--- config.mk ---
export PLATFORM = sky130hd
export DESIGN_NAME = lpm_ctrl
export DESIGN_NICKNAME = d
export VERILOG_FILES = /design/src/rtl/lpm_pkg.sv /design/src/rtl/clk_gate_cell.sv /design/src/rtl/lpm_ctrl.sv
export SDC_FILE = /design/constraint.sdc
export NUM_CORES = 1
export LEC_CHECK = 0
export BUFFER_PORTS_ARGS = -buffer_cell sky130_fd_sc_hd__buf_2
export CAP_MARGIN = 5
export CORE_UTILIZATION = 34
export CTS_CLUSTER_SIZE = 12
export DETAILED_ROUTE_END_ITERATION = 8
export GPL_ROUTABILITY_DRIVEN = 1
export PLACE_DENSITY = 0.66
export REMOVE_ABC_BUFFERS = 1
export SETUP_SLACK_MARGIN = 0.3
export SYNTH_ARGS = -nofsm -noshare
export SYNTH_HDL_FRONTEND = slang
export SYNTH_SLANG_ARGS = --single-unit
--- constraint.sdc ---
create_clock -name clk -period 1.6 [get_ports clk]
set_clock_uncertainty 0.1 [all_clocks]
set_input_delay 0.08 -clock clk [delete_from_list [all_inputs] [get_ports clk]]
set_output_delay 0.08 -clock clk [all_outputs]
set_load 0.05 [all_outputs]
--- src/rtl/lpm_pkg.sv ---
// Package of constants and types for the low-power mode controller.
`default_nettype none
package lpm_pkg;

    // ****************************************************************
    // Operating modes
    // ****************************************************************
    typedef enum logic [1:0] {
        MODE_RUN,
        MODE_WAIT,
        MODE_PSEUDO,
        MODE_STOP
    } lpm_mode_t;

    // ****************************************************************
    // Software requests
    // ****************************************************************
    localparam logic [1:0] REQ_NONE = 2'h0;
    localparam logic [1:0] REQ_WAIT = 2'h1;
    localparam logic [1:0] REQ_STOP = 2'h2;

    // ****************************************************************
    // Reset values and widths
    // ****************************************************************
    localparam int unsigned MOD_COUNT        = 8;
    localparam int unsigned BUS_OUT_DIV_HALF = 1;
    localparam logic        CPU_RUN_RST      = 1'h1;
    localparam logic        OSC_RUN_RST      = 1'h1;

endpackage : lpm_pkg
`default_nettype wire

--- src/rtl/clk_gate_cell.sv ---
// Latch-free clock enable cell that gives one gated clock-enable per module.
`timescale 1ns/1ns
`default_nettype none
module clk_gate_cell
    import lpm_pkg::*;
#(
    parameter int unsigned N = MOD_COUNT
)(
    input  wire logic         clk,
    input  wire logic         rstn,
    input  wire logic         bus_on,
    input  wire logic         in_wait,
    input  wire logic [N-1:0] wait_keep,
    output var  logic [N-1:0] mod_clk_en
);

    logic [N-1:0] en_r;
    logic [N-1:0] en_nxt;

    // ****************************************************************
    // Per-module enable
    // ****************************************************************
    genvar g;
    generate
        for (g = 0; g < N; g++)
        begin : g_mod
            // In wait, only modules marked to stay awake get a clock.
            always_comb
            begin
                en_nxt[g] = bus_on && (!in_wait || wait_keep[g]);
            end
        end
    endgenerate

    always_ff @(posedge clk)
    begin
        if (!rstn)
            en_r <= '1;
        else
            en_r <= en_nxt;
    end

    assign mod_clk_en = en_r;

endmodule : clk_gate_cell
`default_nettype wire

--- src/rtl/lpm_ctrl.sv ---
// Low-power mode controller: run, wait, pseudo stop and stop.
`timescale 1ns/1ns
`default_nettype none
module lpm_ctrl
    import lpm_pkg::*;
#(
    parameter int unsigned N = MOD_COUNT
)(
    input  wire logic         clk,
    input  wire logic         rstn,
    input  wire logic [1:0]   sw_req,
    input  wire logic         pseudo_sel,
    input  wire logic         wake,
    input  wire logic [N-1:0] wait_keep,
    output var  logic         cpu_run,
    output var  logic         bus_clk_en,
    output var  logic         osc_en,
    output var  logic         bus_clock_out,
    output var  logic [1:0]   mode,
    output var  logic [N-1:0] mod_clk_en
);

    // ****************************************************************
    // Mode state
    // ****************************************************************
    lpm_mode_t mode_r;
    lpm_mode_t mode_nxt;

    always_comb
    begin
        mode_nxt = mode_r;
        unique case (mode_r)
            MODE_RUN:
            begin
                if (sw_req == REQ_WAIT)
                    mode_nxt = MODE_WAIT;
                else if (sw_req == REQ_STOP)
                    mode_nxt = pseudo_sel ? MODE_PSEUDO : MODE_STOP;
            end
            MODE_WAIT, MODE_PSEUDO, MODE_STOP:
            begin
                if (wake)
                    mode_nxt = MODE_RUN;
            end
        endcase
    end

    always_ff @(posedge clk)
    begin
        if (!rstn)
            mode_r <= MODE_RUN;
        else
            mode_r <= mode_nxt;
    end

    // ****************************************************************
    // Clock and execution enables
    // ****************************************************************
    // Enables follow the next mode so they change in step with mode.
    logic cpu_r;
    logic cpu_nxt;
    logic bus_r;
    logic bus_nxt;
    logic osc_r;
    logic osc_nxt;

    always_comb
    begin
        cpu_nxt = (mode_nxt == MODE_RUN);
        bus_nxt = (mode_nxt == MODE_RUN) || (mode_nxt == MODE_WAIT);
        osc_nxt = (mode_nxt != MODE_STOP);
    end

    always_ff @(posedge clk)
    begin
        if (!rstn)
        begin
            cpu_r <= CPU_RUN_RST;
            bus_r <= 1'h1;
            osc_r <= OSC_RUN_RST;
        end
        else
        begin
            cpu_r <= cpu_nxt;
            bus_r <= bus_nxt;
            osc_r <= osc_nxt;
        end
    end

    // ****************************************************************
    // Bus clock output
    // ****************************************************************
    // Divided by two from clk so it comes from a flip-flop; a stopped
    // bus clock parks the pin low rather than freezing mid-level.
    logic clk_out_r;
    logic clk_out_nxt;

    always_comb
    begin
        clk_out_nxt = bus_nxt ? ~clk_out_r : 1'h0;
    end

    always_ff @(posedge clk)
    begin
        if (!rstn)
            clk_out_r <= 1'h0;
        else
            clk_out_r <= clk_out_nxt;
    end

    logic [1:0] mode_out_r;

    always_ff @(posedge clk)
    begin
        if (!rstn)
            mode_out_r <= 2'h0;
        else
            mode_out_r <= mode_nxt;
    end

    clk_gate_cell #(
        .N          (N)
    ) u_gate (
        .clk        (clk),
        .rstn       (rstn),
        .bus_on     (bus_nxt),
        .in_wait    (mode_nxt == MODE_WAIT),
        .wait_keep  (wait_keep),
        .mod_clk_en (mod_clk_en)
    );

    assign cpu_run       = cpu_r;
    assign bus_clk_en    = bus_r;
    assign osc_en        = osc_r;
    assign bus_clock_out = clk_out_r;
    assign mode          = mode_out_r;
endmodule : lpm_ctrl
`default_nettype wire

; ---- Word-level counts from Yosys, hierarchy flattened
; Index checks and enable logic that the tools add are counted.
; Widths: inputs -> output; s select.
[totals]
elab_cells = 41
inputBits = 14
ff_bits = 14
[op_classes]
n_eq_ne = 7
n_mux = 5
bitwise_logic = 1
n_reduce_logical = 22
[ops]
columns = operator, n
row1 = $logic_or 1x1->1, 9
row2 = $logic_and 1x1->1, 8
row3 = $eq 2x1->1 const B, 3
row4 = $eq 2x2->1 const B, 3
row5 = $mux 2, 3
row6 = $logic_not 2->1, 2
row7 = $pmux 2 s2, 1
row8 = $reduce_or 3->1, 1
row9 = $ne 2x2->1 const B, 1
row10 = $reduce_and 2->1, 1
row11 = $logic_not 1->1, 1
row12 = $mux 1, 1
row13 = $not 1->1, 1

; ---- Depth between registers and ports, before layout
; Gate-level depths: netlist of run 1.
[logic_depth]
ltp_word = 8
ltp_mapped = 4
mapped_depth_nobuf = 3

; ---- Cells and area by module
; Synthesis of run 1 repeated with hierarchy kept, for this count alone.
[hier_totals]
hier_cells = 48
hier_area_um2 = 500.5
[modules_own_cells]
columns = mod, area_each_um2, cells_each, n_inst
row1 = clk_gate_cell, 265.3, 25, 1
row2 = lpm_ctrl, 235.2, 23, 1

; ---- Worst setup path after synthesis of run 1
; OpenSTA, ideal clock, no wires.
[synth_path]
path_type = register to register
startpoint = register, netlist name mode[0]
endpoint = register u_gate.en_r[0] (netlist: u_gate.mod_clk_en[0])
path_slack_ns = -0.131
synth_period_minus_slack_ns = 1.731
stages_incl_launch_ff = 4
t_required_ns = 1.385
arrival_time_ns = 1.516
path_buffers = 0
path_cell_list = dfxtp_1 mux2i_1 o311ai_4 o21a_1
[synth_lines]
columns = element, line_no
row1 = "end signal, assigned", clk_gate_cell.sv:40  ; en_r <= en_nxt;
row2 = "end, declared", clk_gate_cell.sv:17  ; logic [N-1:0] en_r;

==> flow_summary.yaml, run 1 <==
global_routing:
  grt_pass1_wl_microns: 1370
  grt_overflow: 0
  grt_pass1_vias: 358
  grt_usage_pct: 13.8
  grt_max_degree: 12
  antenna_found_initial: 0
timing:
  finalHoldViolations: 0
  fmax_ghz: 0.762
  rsz0062_at_grt: "true"
  min_period_ns: 1.31
  finalMaxSlewViolations: 0
  timing_worst_slew_pin_value_ns: 0.426
  finalSetupViolCount: 0
  hold_slack_ns: 0.0453
  post-route-period-util_pct: 82.0
  max_slew_margin_pct: 71.5
layout:
  drive_gt1_share_pct: 56.4
  multi_input_area_sq_um: 226
  layoutNonFillerInstCount: 93
  nNetsFinal: 93
  area_growth_pct: 71.2
  n_fill_cell: 116
  seqCellArea_sq_um: 288
  antenna_cells: 0
die:
  start_util_pct: 36.7
  rows: 13
  die_w_microns: 39.5
  dieArea_sq_mm: 0.00156
  ios: 28
  die_h_microns: 39.5
  coreArea_sq_mm: 0.00130
drt:
  ant_nets: 0
  routed_wl_microns: 967
  wl_per_cell_microns: 10.4
  drcViolationCount: 0
  drtIter0Drc: 5
  num_vias: 422
  vias_per_cell: 4.54
  drt_pre_antenna_iters: 2
logic_synthesis:
  ys_warn_count: 0
  syn_area_sq_um: 478
  seq_area_frac_synth_pct: 58.6
  synth_cells: 36
  synth_cell_types: 15
  synth_seq_cells: 14
  syn_area_per_cell_sq_um: 13.3
outcome:
  status: "completed"
clocking:
  cts-root-buf: "clkbuf_4"
  cts.clk_slew.worst_paths_ns: 0.08
  cts_sinks: 14
  clk_path_buf_depth: 2
  cts_tree: "built"
  insertion_delay_ns: 0.27
  numCtsBuffers: 3
  htreeDepth: 1
place:
  hpwl_microns: 664
  place.gp.congestion: 0.676
  dp.cells: 78
  portBuffers: 27
setup_path:
  arrival_ns: 1.37
  critPathKind: "reg -> reg"
  endpoint_kind: "flip-flop"
  worstPathRequired_ns: 1.65
  start_kind: "flip-flop"
  crit_fanout: 6
power:
  sw_frac_of_total_pct: 32.5
  p_int_uw: 612
  switchingPower_uw: 295
  clkPwrFrac_pct: 26.8
  p_leak_nw: 0.356
  total_power_uw: 907
  pwr-share-comb_pct: 29.4
  ir_worst_vdd_uv: 624
  p_seq_share_pct: 43.8
  power_density_mw_per_mm2: 1110
flow_run:
  max_cap_viol_count: 0
worst_hold_path:
  hp-class: "in -> reg"
## layer usage
layer  share of wire [%]  global-route usage, %
met5                   0                      0
met4                 1.1                   12.9
met3                 7.3                   1.70
met2                  48                   20.9
met1                  44                   16.5
## area by class of cell
| class | instances | share of cell area, % |
|---|---|---|
| Tap cell | 15 | 2.29 |
| Clock buffer | 4 | 4.43 |
| Multi-Input combinational cell | 20 | 27.7 |
| Timing Repair Buffer | 38 | 29.5 |
| Inverter | 2 | 0.917 |
| Sequential cell | 14 | 35.2 |
## cells by family (layout without fill, tap and decap cells)
logic type             after synthesis  after routing  synth area share (%)
buffers and inverters                3             44                  2.62
DFF                                 14             14                  58.6
muxes                                1              1                  2.09
and+or+nand+nor                      8              8                  16.8
AOI/OAI and AO/OA                   10             11                  19.9
## cell usage after synthesis
| cell type | number | share of area (%) |
|---|---|---|
| mux2i_1 | 1 | 2.1 |
| nor4b_1 | 1 | 1.8 |
| and2_1 | 1 | 1.3 |
| buf_2 | 1 | 1.0 |
| and2b_2 | 1 | 1.8 |
| or3b_1 | 1 | 1.8 |
| o21a_1 | 8 | 13 |
| nor3_1 | 1 | 1.0 |
| o311ai_4 | 1 | 5.5 |
| nor3b_2 | 1 | 2.6 |
| inv_1 | 2 | 1.6 |
| dfxtp_1 | 14 | 59 |
| o21ai_2 | 1 | 1.8 |
| nor2b_1 | 1 | 1.3 |
| nor4b_4 | 1 | 5.0 |
## worst max-delay path, stage by stage, from the launching register on
cell	delay [ns]
dfxtp_4	0.42
mux2i_4	0.31
or3b_1	0.37
## per-stage QoR
stage	setup TNS [ns]	util, %	worst slack (ns)	instance area, sq um
final	0	62.9	0.288	818
after detailed placement	0	48.8	0.129	634
after floorplan	-1.28	-	-0.131	473
after global placement	0	48.8	0.167	634
after CTS	0	59.3	0.265	772
after global routing	0	62.9	0.239	818
## final timing paths
kind | depth (start not counted) | to | start | slack (ns)
setup / recovery | 2 | osc_en | mode[0] | 0.29
hold / removal | 3 | mode[0] | rstn | 0.05
setup reg to reg | 2 | osc_en | mode[0] | 0.29
hold reg to reg | 1 | bus_clock_out | bus_clock_out | 0.32
## timing repair
| item | 4_1_cts | 5_1_grt |
|---|---|---|
| pin swaps | 4 | 6 |
| hold endpoints to repair | 8 | 0 |
| gates resized for setup | 6 | 3 |
| hold buffers | 8 | 0 |
| setup endpoints to repair | 11 | 10 |
| buffers inserted | 1 | 1 |
| gates cloned | 0 | 1 |
## cell usage in the layout (no fill, tap or decap)
cell type / instances
and2_1: 1
and2b_2: 1
buf_2: 27
buf_4: 2
buf_6: 1
clkbuf_4: 3
clkbuf_8: 1
dfxtp_1: 12
dfxtp_4: 2
dlygate4sd3_1: 8
inv_1: 2
mux2i_4: 1
nor2b_2: 1
nor3_1: 1
nor3b_2: 1
nor4b_1: 1
nor4b_4: 1
o21a_1: 8
o21ai_2: 1
o311ai_4: 2
or3b_1: 1
## power by group through the flow
stage | clock network [mW] | registers, mW | logic (mW)
floorplan | 0 | 0.525 | 0.0482
CTS | 0.256 | 0.397 | 0.250
finish | 0.243 | 0.397 | 0.267
global route | 0.268 | 0.402 | 0.282
global placement | 0 | 0.404 | 0.228
detailed placement | 0 | 0.405 | 0.229
## sequential cells by signal (all words and copies together) (netlist names)
name / flops
u_gate.mod_clk_en: 8
mode: 2
bus_clk_en: 1
bus_clock_out: 1
cpu_run: 1
osc_en: 1
Power figures use the tool's default switching activity.
==> run 2, diff against run 1 <==
--- a/config.mk
+++ b/config.mk
@@ -11,7 +11,7 @@
 export CTS_CLUSTER_SIZE = 12
 export DETAILED_ROUTE_END_ITERATION = 8
 export GPL_ROUTABILITY_DRIVEN = 1
-export PLACE_DENSITY = 0.66
+export PLACE_DENSITY = 0.68
 export REMOVE_ABC_BUFFERS = 1
 export SETUP_SLACK_MARGIN = 0.3
 export SYNTH_ARGS = -nofsm -noshare
==> constraint.sdc (replaced) <==
create_clock -name clk -period 1.1 [get_ports clk]
set_clock_uncertainty 0.1 [all_clocks]
set_input_delay 0.055 -clock clk [delete_from_list [all_inputs] [get_ports clk]]
set_output_delay 0.055 -clock clk [all_outputs]
set_load 0.05 [all_outputs]
==> run 2 against run 1 <==
  * The run now ends with negative hold slack, negative setup slack left
  * Die area did not move
  * Sequential power is 53% higher
  * Cell count unchanged
  * Sequential cell count did not move
  * Worst setup slack got worse by 0.53 ns
  * Critical path depth increased by 1
  * Sequential share of layout area decreased by 3.0 points
==> flow_summary.yaml, run 2 (synthesized netlist as in run 1, its figures left out) <==
outcome:
  violations: "negative hold slack, negative setup slack"
  status: "finished, violations left"
power:
  total_power_mw: 1.44
  p_leak_nw: 0.407
  ir_worst_vdd_uv: 1060
  switchingPower_uw: 450
  pwr-share-comb_pct: 32.6
  sw_frac_of_total_pct: 31.3
  power_density_mw_per_mm2: 1550
  p_seq_share_pct: 42.1
  clkPwrFrac_pct: 25.3
  p_int_uw: 987
setup_path:
  endpoint_kind: "flip-flop"
  crit_fanout: 4
  critPathKind: "reg -> reg"
  ff2ff_path_depth: 3
  arrival_ns: 1.40
  start_kind: "flip-flop"
  r2r_slack_ns: -0.24
  worstPathRequired_ns: 1.16
drt:
  ant_nets: 0
  routed_wl_microns: 1060
  num_vias: 430
  drt_pre_antenna_iters: 2
  drcViolationCount: 0
  wl_per_cell_microns: 11.4
  vias_per_cell: 4.62
  drtIter0Drc: 6
die:
  start_util_pct: 36.7
  die_h_microns: 39.5
  rows: 13
  dieArea_sq_mm: 0.00156
  coreArea_sq_mm: 0.00130
  die_w_microns: 39.5
  ios: 28
clocking:
  cts-root-buf: "clkbuf_4"
  clk_path_buf_depth: 2
  cts_tree: "built"
  cts_sinks: 14
  htreeDepth: 1
  numCtsBuffers: 3
  cts.clk_slew.worst_paths_ns: 0.08
  insertion_delay_ns: 0.28
  postCtsHoldBufs: 8
timing:
  min_period_ns: 1.34
  timing_worst_slew_pin_value_ns: 0.463
  finalSetupViolCount: 14
  fmax_ghz: 0.746
  worst_slack_ns: -0.240
  hold_slack_ns: -0.0256
  finalSetupTns_ns: -2.22
  post-route-period-util_pct: 122
  finalMaxSlewViolations: 0
  finalHoldViolations: 1
  max_slew_margin_pct: 69.0
  rsz0062_at_grt: "true"
layout:
  finish.utilization_pct: 71.3
  nNetsFinal: 93
  mostFrequentLayoutCells: "buf_2, dfxtp_2, buf_8"
  design_area_sq_um: 928
  antenna_cells: 0
  layout_commonest_cell: "buf_2"
  drive_gt1_share_pct: 70.5
  area_growth_pct: 94.2
  largest_register_ffs: 8
  n_fill_cell: 106
global_routing:
  grt_usage_pct: 16.9
  grt_pass1_wl_microns: 1620
  antenna_found_initial: 0
  grt_max_degree: 12
  grt_pass1_vias: 397
  grt_overflow: 0
worst_hold_path:
  min_path_cells: 2
  hp-class: "in -> reg"
place:
  hpwl_microns: 651
  dpl_cell_area_sq_um: 649
  portBuffers: 27
  place.gp.congestion: 0.668
flow_run:
  max_cap_viol_count: 0
-- run 2: cell types whose count changed in the layout (fill, tap and decap cells not counted) --
| cell | change |
|---|---|
| buf_2 | -13 |
| buf_4 | +1 |
| buf_6 | +1 |
| buf_8 | +12 |
| dfxtp_1 | -11 |
| dfxtp_2 | +12 |
| dfxtp_4 | -1 |
| mux2i_2 | +1 |
| mux2i_4 | -1 |
| o311ai_4 | -1 |
-- run 2: path summary, 6_finish.rpt --
path | startpoint | endpoint
max | mode[1] | osc_en
min reg2reg | bus_clock_out | bus_clock_out
max reg2reg | mode[1] | osc_en
min | rstn | bus_clock_out
-- run 2: worst max-delay path, stage by stage (launching register included) --
cell,delay (ns)
dfxtp_2,0.36
nor4b_4,0.31
o21ai_2,0.09
or3b_1,0.37
-- run 2: power groups by stage --
stage / sequential (mW) / combinational [mW] / clock (mW)
after floorplan: 0.764 / 0.0701 / 0
after global placement: 0.585 / 0.344 / 0
after detailed placement: 0.585 / 0.346 / 0
after CTS: 0.603 / 0.467 / 0.372
after global routing: 0.610 / 0.492 / 0.395
final: 0.606 / 0.468 / 0.363
-- run 2: cell type report --
| class | instances | area [sq um] | area share [%] |
|---|---|---|---|
| inverters | 2 | 7.51 | 0.809 |
| multi-input cells | 19 | 191 | 20.6 |
| clock buffers | 4 | 36.3 | 3.91 |
| repair buffers | 39 | 375 | 40.4 |
| well taps | 15 | 18.8 | 2.02 |
| flip-flops and latches | 14 | 299 | 32.2 |
-- run 2: what timing repair did --
action | in CTS | in global routing
endpoints found under the setup margin | 28 | 28
pin swaps | 1 | 1
buffers inserted | 1 | 0
gates resized for setup | 54 | 1
endpoints found under the hold margin | 9 | 1
-- run 2: routing by layer --
| metal | global-route usage [%] | vias to the layer above | wire [microns] |
|---|---|---|---|
| met5 | 0 | - | 0 |
| met4 | 12.9 | 0 | 19 |
| met3 | 8.52 | 2 | 117 |
| met2 | 25.0 | 25 | 505 |
| met1 | 17.9 | 193 | 416 |
| li1 | - | 210 | - |
-- run 2: stage by stage --
step | setup slack (ns) | std cells
after floorplan | -0.631 | 35
after global placement | -0.267 | 80
after detailed placement | -0.320 | 80
after CTS | -0.217 | 93
after global routing | -0.293 | 93
final | -0.240 | 93
==> run 3, diff against run 2 <==
--- a/config.mk
+++ b/config.mk
@@ -7,11 +7,14 @@
 export LEC_CHECK = 0
 export BUFFER_PORTS_ARGS = -buffer_cell sky130_fd_sc_hd__buf_2
 export CAP_MARGIN = 5
-export CORE_UTILIZATION = 34
+export CELL_PAD_IN_SITES_DETAIL_PLACEMENT = 0
+export CELL_PAD_IN_SITES_GLOBAL_PLACEMENT = 2
+export CORE_ASPECT_RATIO = 0.75
+export CORE_UTILIZATION = 21
 export CTS_CLUSTER_SIZE = 12
 export DETAILED_ROUTE_END_ITERATION = 8
 export GPL_ROUTABILITY_DRIVEN = 1
-export PLACE_DENSITY = 0.68
+export PLACE_DENSITY = 0.7
 export REMOVE_ABC_BUFFERS = 1
 export SETUP_SLACK_MARGIN = 0.3
 export SYNTH_ARGS = -nofsm -noshare
==> run 3 against run 2 <==
  * The flow finishes with violations (design-rule violations, negative hold slack, negative setup slack)
  * Wire length grew 3.3%
  * First-iteration DRC count shrank 33%
  * Hold slack lost 0.078 ns
  * Highest routed layer unchanged
  * Critical endpoint is now u_gate.mod_clk_en[6]
  * Largest power group unchanged
==> flow_summary.yaml, run 3 (synthesized netlist as in run 1, its figures left out) <==
place:
  dp_slack_ns: -0.330
  dp.cells: 90
  place.gp.congestion: 0.663
  portBuffers: 27
  dpl_cell_area_sq_um: 668
drt:
  wl_per_cell_microns: 10.5
  drtIter0Drc: 4
  drt_pre_antenna_iters: 5
  drcViolationCount: 4
  num_vias: 423
  vias_per_cell: 4.07
  routed_wl_microns: 1090
  ant_nets: 0
die:
  coreArea_sq_mm: 0.00207
  dieArea_sq_mm: 0.00247
  start_util_pct: 23.1
  die_w_microns: 57.1
  ios: 28
  rows: 14
  die_h_microns: 43.3
clocking:
  htreeDepth: 1
  numCtsBuffers: 3
  cts_sinks: 14
  insertion_delay_ns: 0.28
  cts-root-buf: "clkbuf_4"
  postCtsHoldBufs: 7
  cts.clk_slew.worst_paths_ns: 0.08
  cts_tree: "built"
  clk_path_buf_depth: 2
worst_hold_path:
  hp-class: "in -> reg"
global_routing:
  grt_usage_pct: 10.3
  grt_overflow: 0
  grt_max_degree: 12
  grt_pass1_wl_microns: 1810
  antenna_found_initial: 0
  grt_pass1_vias: 402
timing:
  fmax_ghz: 0.752
  finalSetupViolCount: 15
  worst_slack_ns: -0.231
  rsz0062_at_grt: "true"
  timing_worst_slew_pin_value_ns: 0.286
  finalMaxSlewViolations: 0
  max_slew_margin_pct: 80.9
  finalHoldViolations: 3
  min_period_ns: 1.33
  hold_slack_ns: -0.104
  post-route-period-util_pct: 121
power:
  ir_worst_vdd_uv: 470
  p_leak_nw: 0.425
  power_density_mw_per_mm2: 1500
layout:
  multi_input_area_sq_um: 189
  layout_commonest_cell: "buf_2"
  mostFrequentLayoutCells: "buf_2, buf_8, dfxtp_2"
  area_growth_pct: 103
  nNetsFinal: 95
  design_area_sq_um: 968
  layoutNonFillerInstCount: 104
  antenna_cells: 0
  seqCellArea_sq_um: 302
  drive_gt1_share_pct: 71.3
  largest_register_ffs: 8
  n_fill_cell: 195
setup_path:
  r2r_slack_ns: -0.23
  endpoint_kind: "flip-flop"
  crit_fanout: 9
  arrival_ns: 1.41
  critPathKind: "reg -> reg"
  start_kind: "flip-flop"
  worstPathRequired_ns: 1.18
outcome:
  status: "finished, violations left"
  violations: "design-rule violations, negative hold slack, negative setup slack"
flow_run:
  max_cap_viol_count: 0
## run 3: through the flow
stage	utilization, %	power (mW)	TNS, ns
finish	46.9	1.45	-2.40
global route	46.9	1.52	-3.25
CTS	45.0	1.45	-2.25
detailed placement	32.3	0.936	-3.42
global placement	32.3	0.934	-2.68
floorplan	-	0.834	-7.49
## run 3: area by class of cell
class	count	share of cell area [%]
Timing Repair Buffer	41	41.7
Tap cell	24	3.10
Inverter	2	0.775
Clock buffer	4	3.75
Multi-Input combinational cell	19	19.5
Sequential cell	14	31.1
## run 3: report_power, final
part	internal [mW]	leakage [nW]	switching (mW)
clock	0.201	0.0210	0.165
combinational	0.234	0.289	0.252
sequential	0.565	0.115	0.0374
## run 3: path summary, 6_finish.rpt
| kind | start | to | cells after the start |
|---|---|---|---|
| max | mode[0] | u_gate.mod_clk_en[6] | 4 |
| min | wait_keep[4] | u_gate.mod_clk_en[4] | 2 |
| max reg2reg | mode[0] | u_gate.mod_clk_en[6] | 4 |
| min reg2reg | bus_clock_out | bus_clock_out | 1 |
## run 3: what timing repair did
action	4_1_cts	5_1_grt
hold endpoints to repair	10	2
resized for setup	53	3
setup buffers	1	2
endpoints found under the setup margin	28	28
pin swaps	1	2
## run 3: per-layer routing
metal	global-route usage (%)	vias to the layer above	share of wire (%)
met4	2.93	0	1.5
met5	0	-	0
met3	5.79	2	8.5
met1	10.7	191	37
met2	18.1	17	53
li1	-	213	-
## run 3: worst max-delay path, stage by stage, from the launching register on
cell      delay [ns]
dfxtp_4         0.38
mux2i_2         0.27
o311ai_4        0.16
buf_12          0.16
o21a_1          0.16
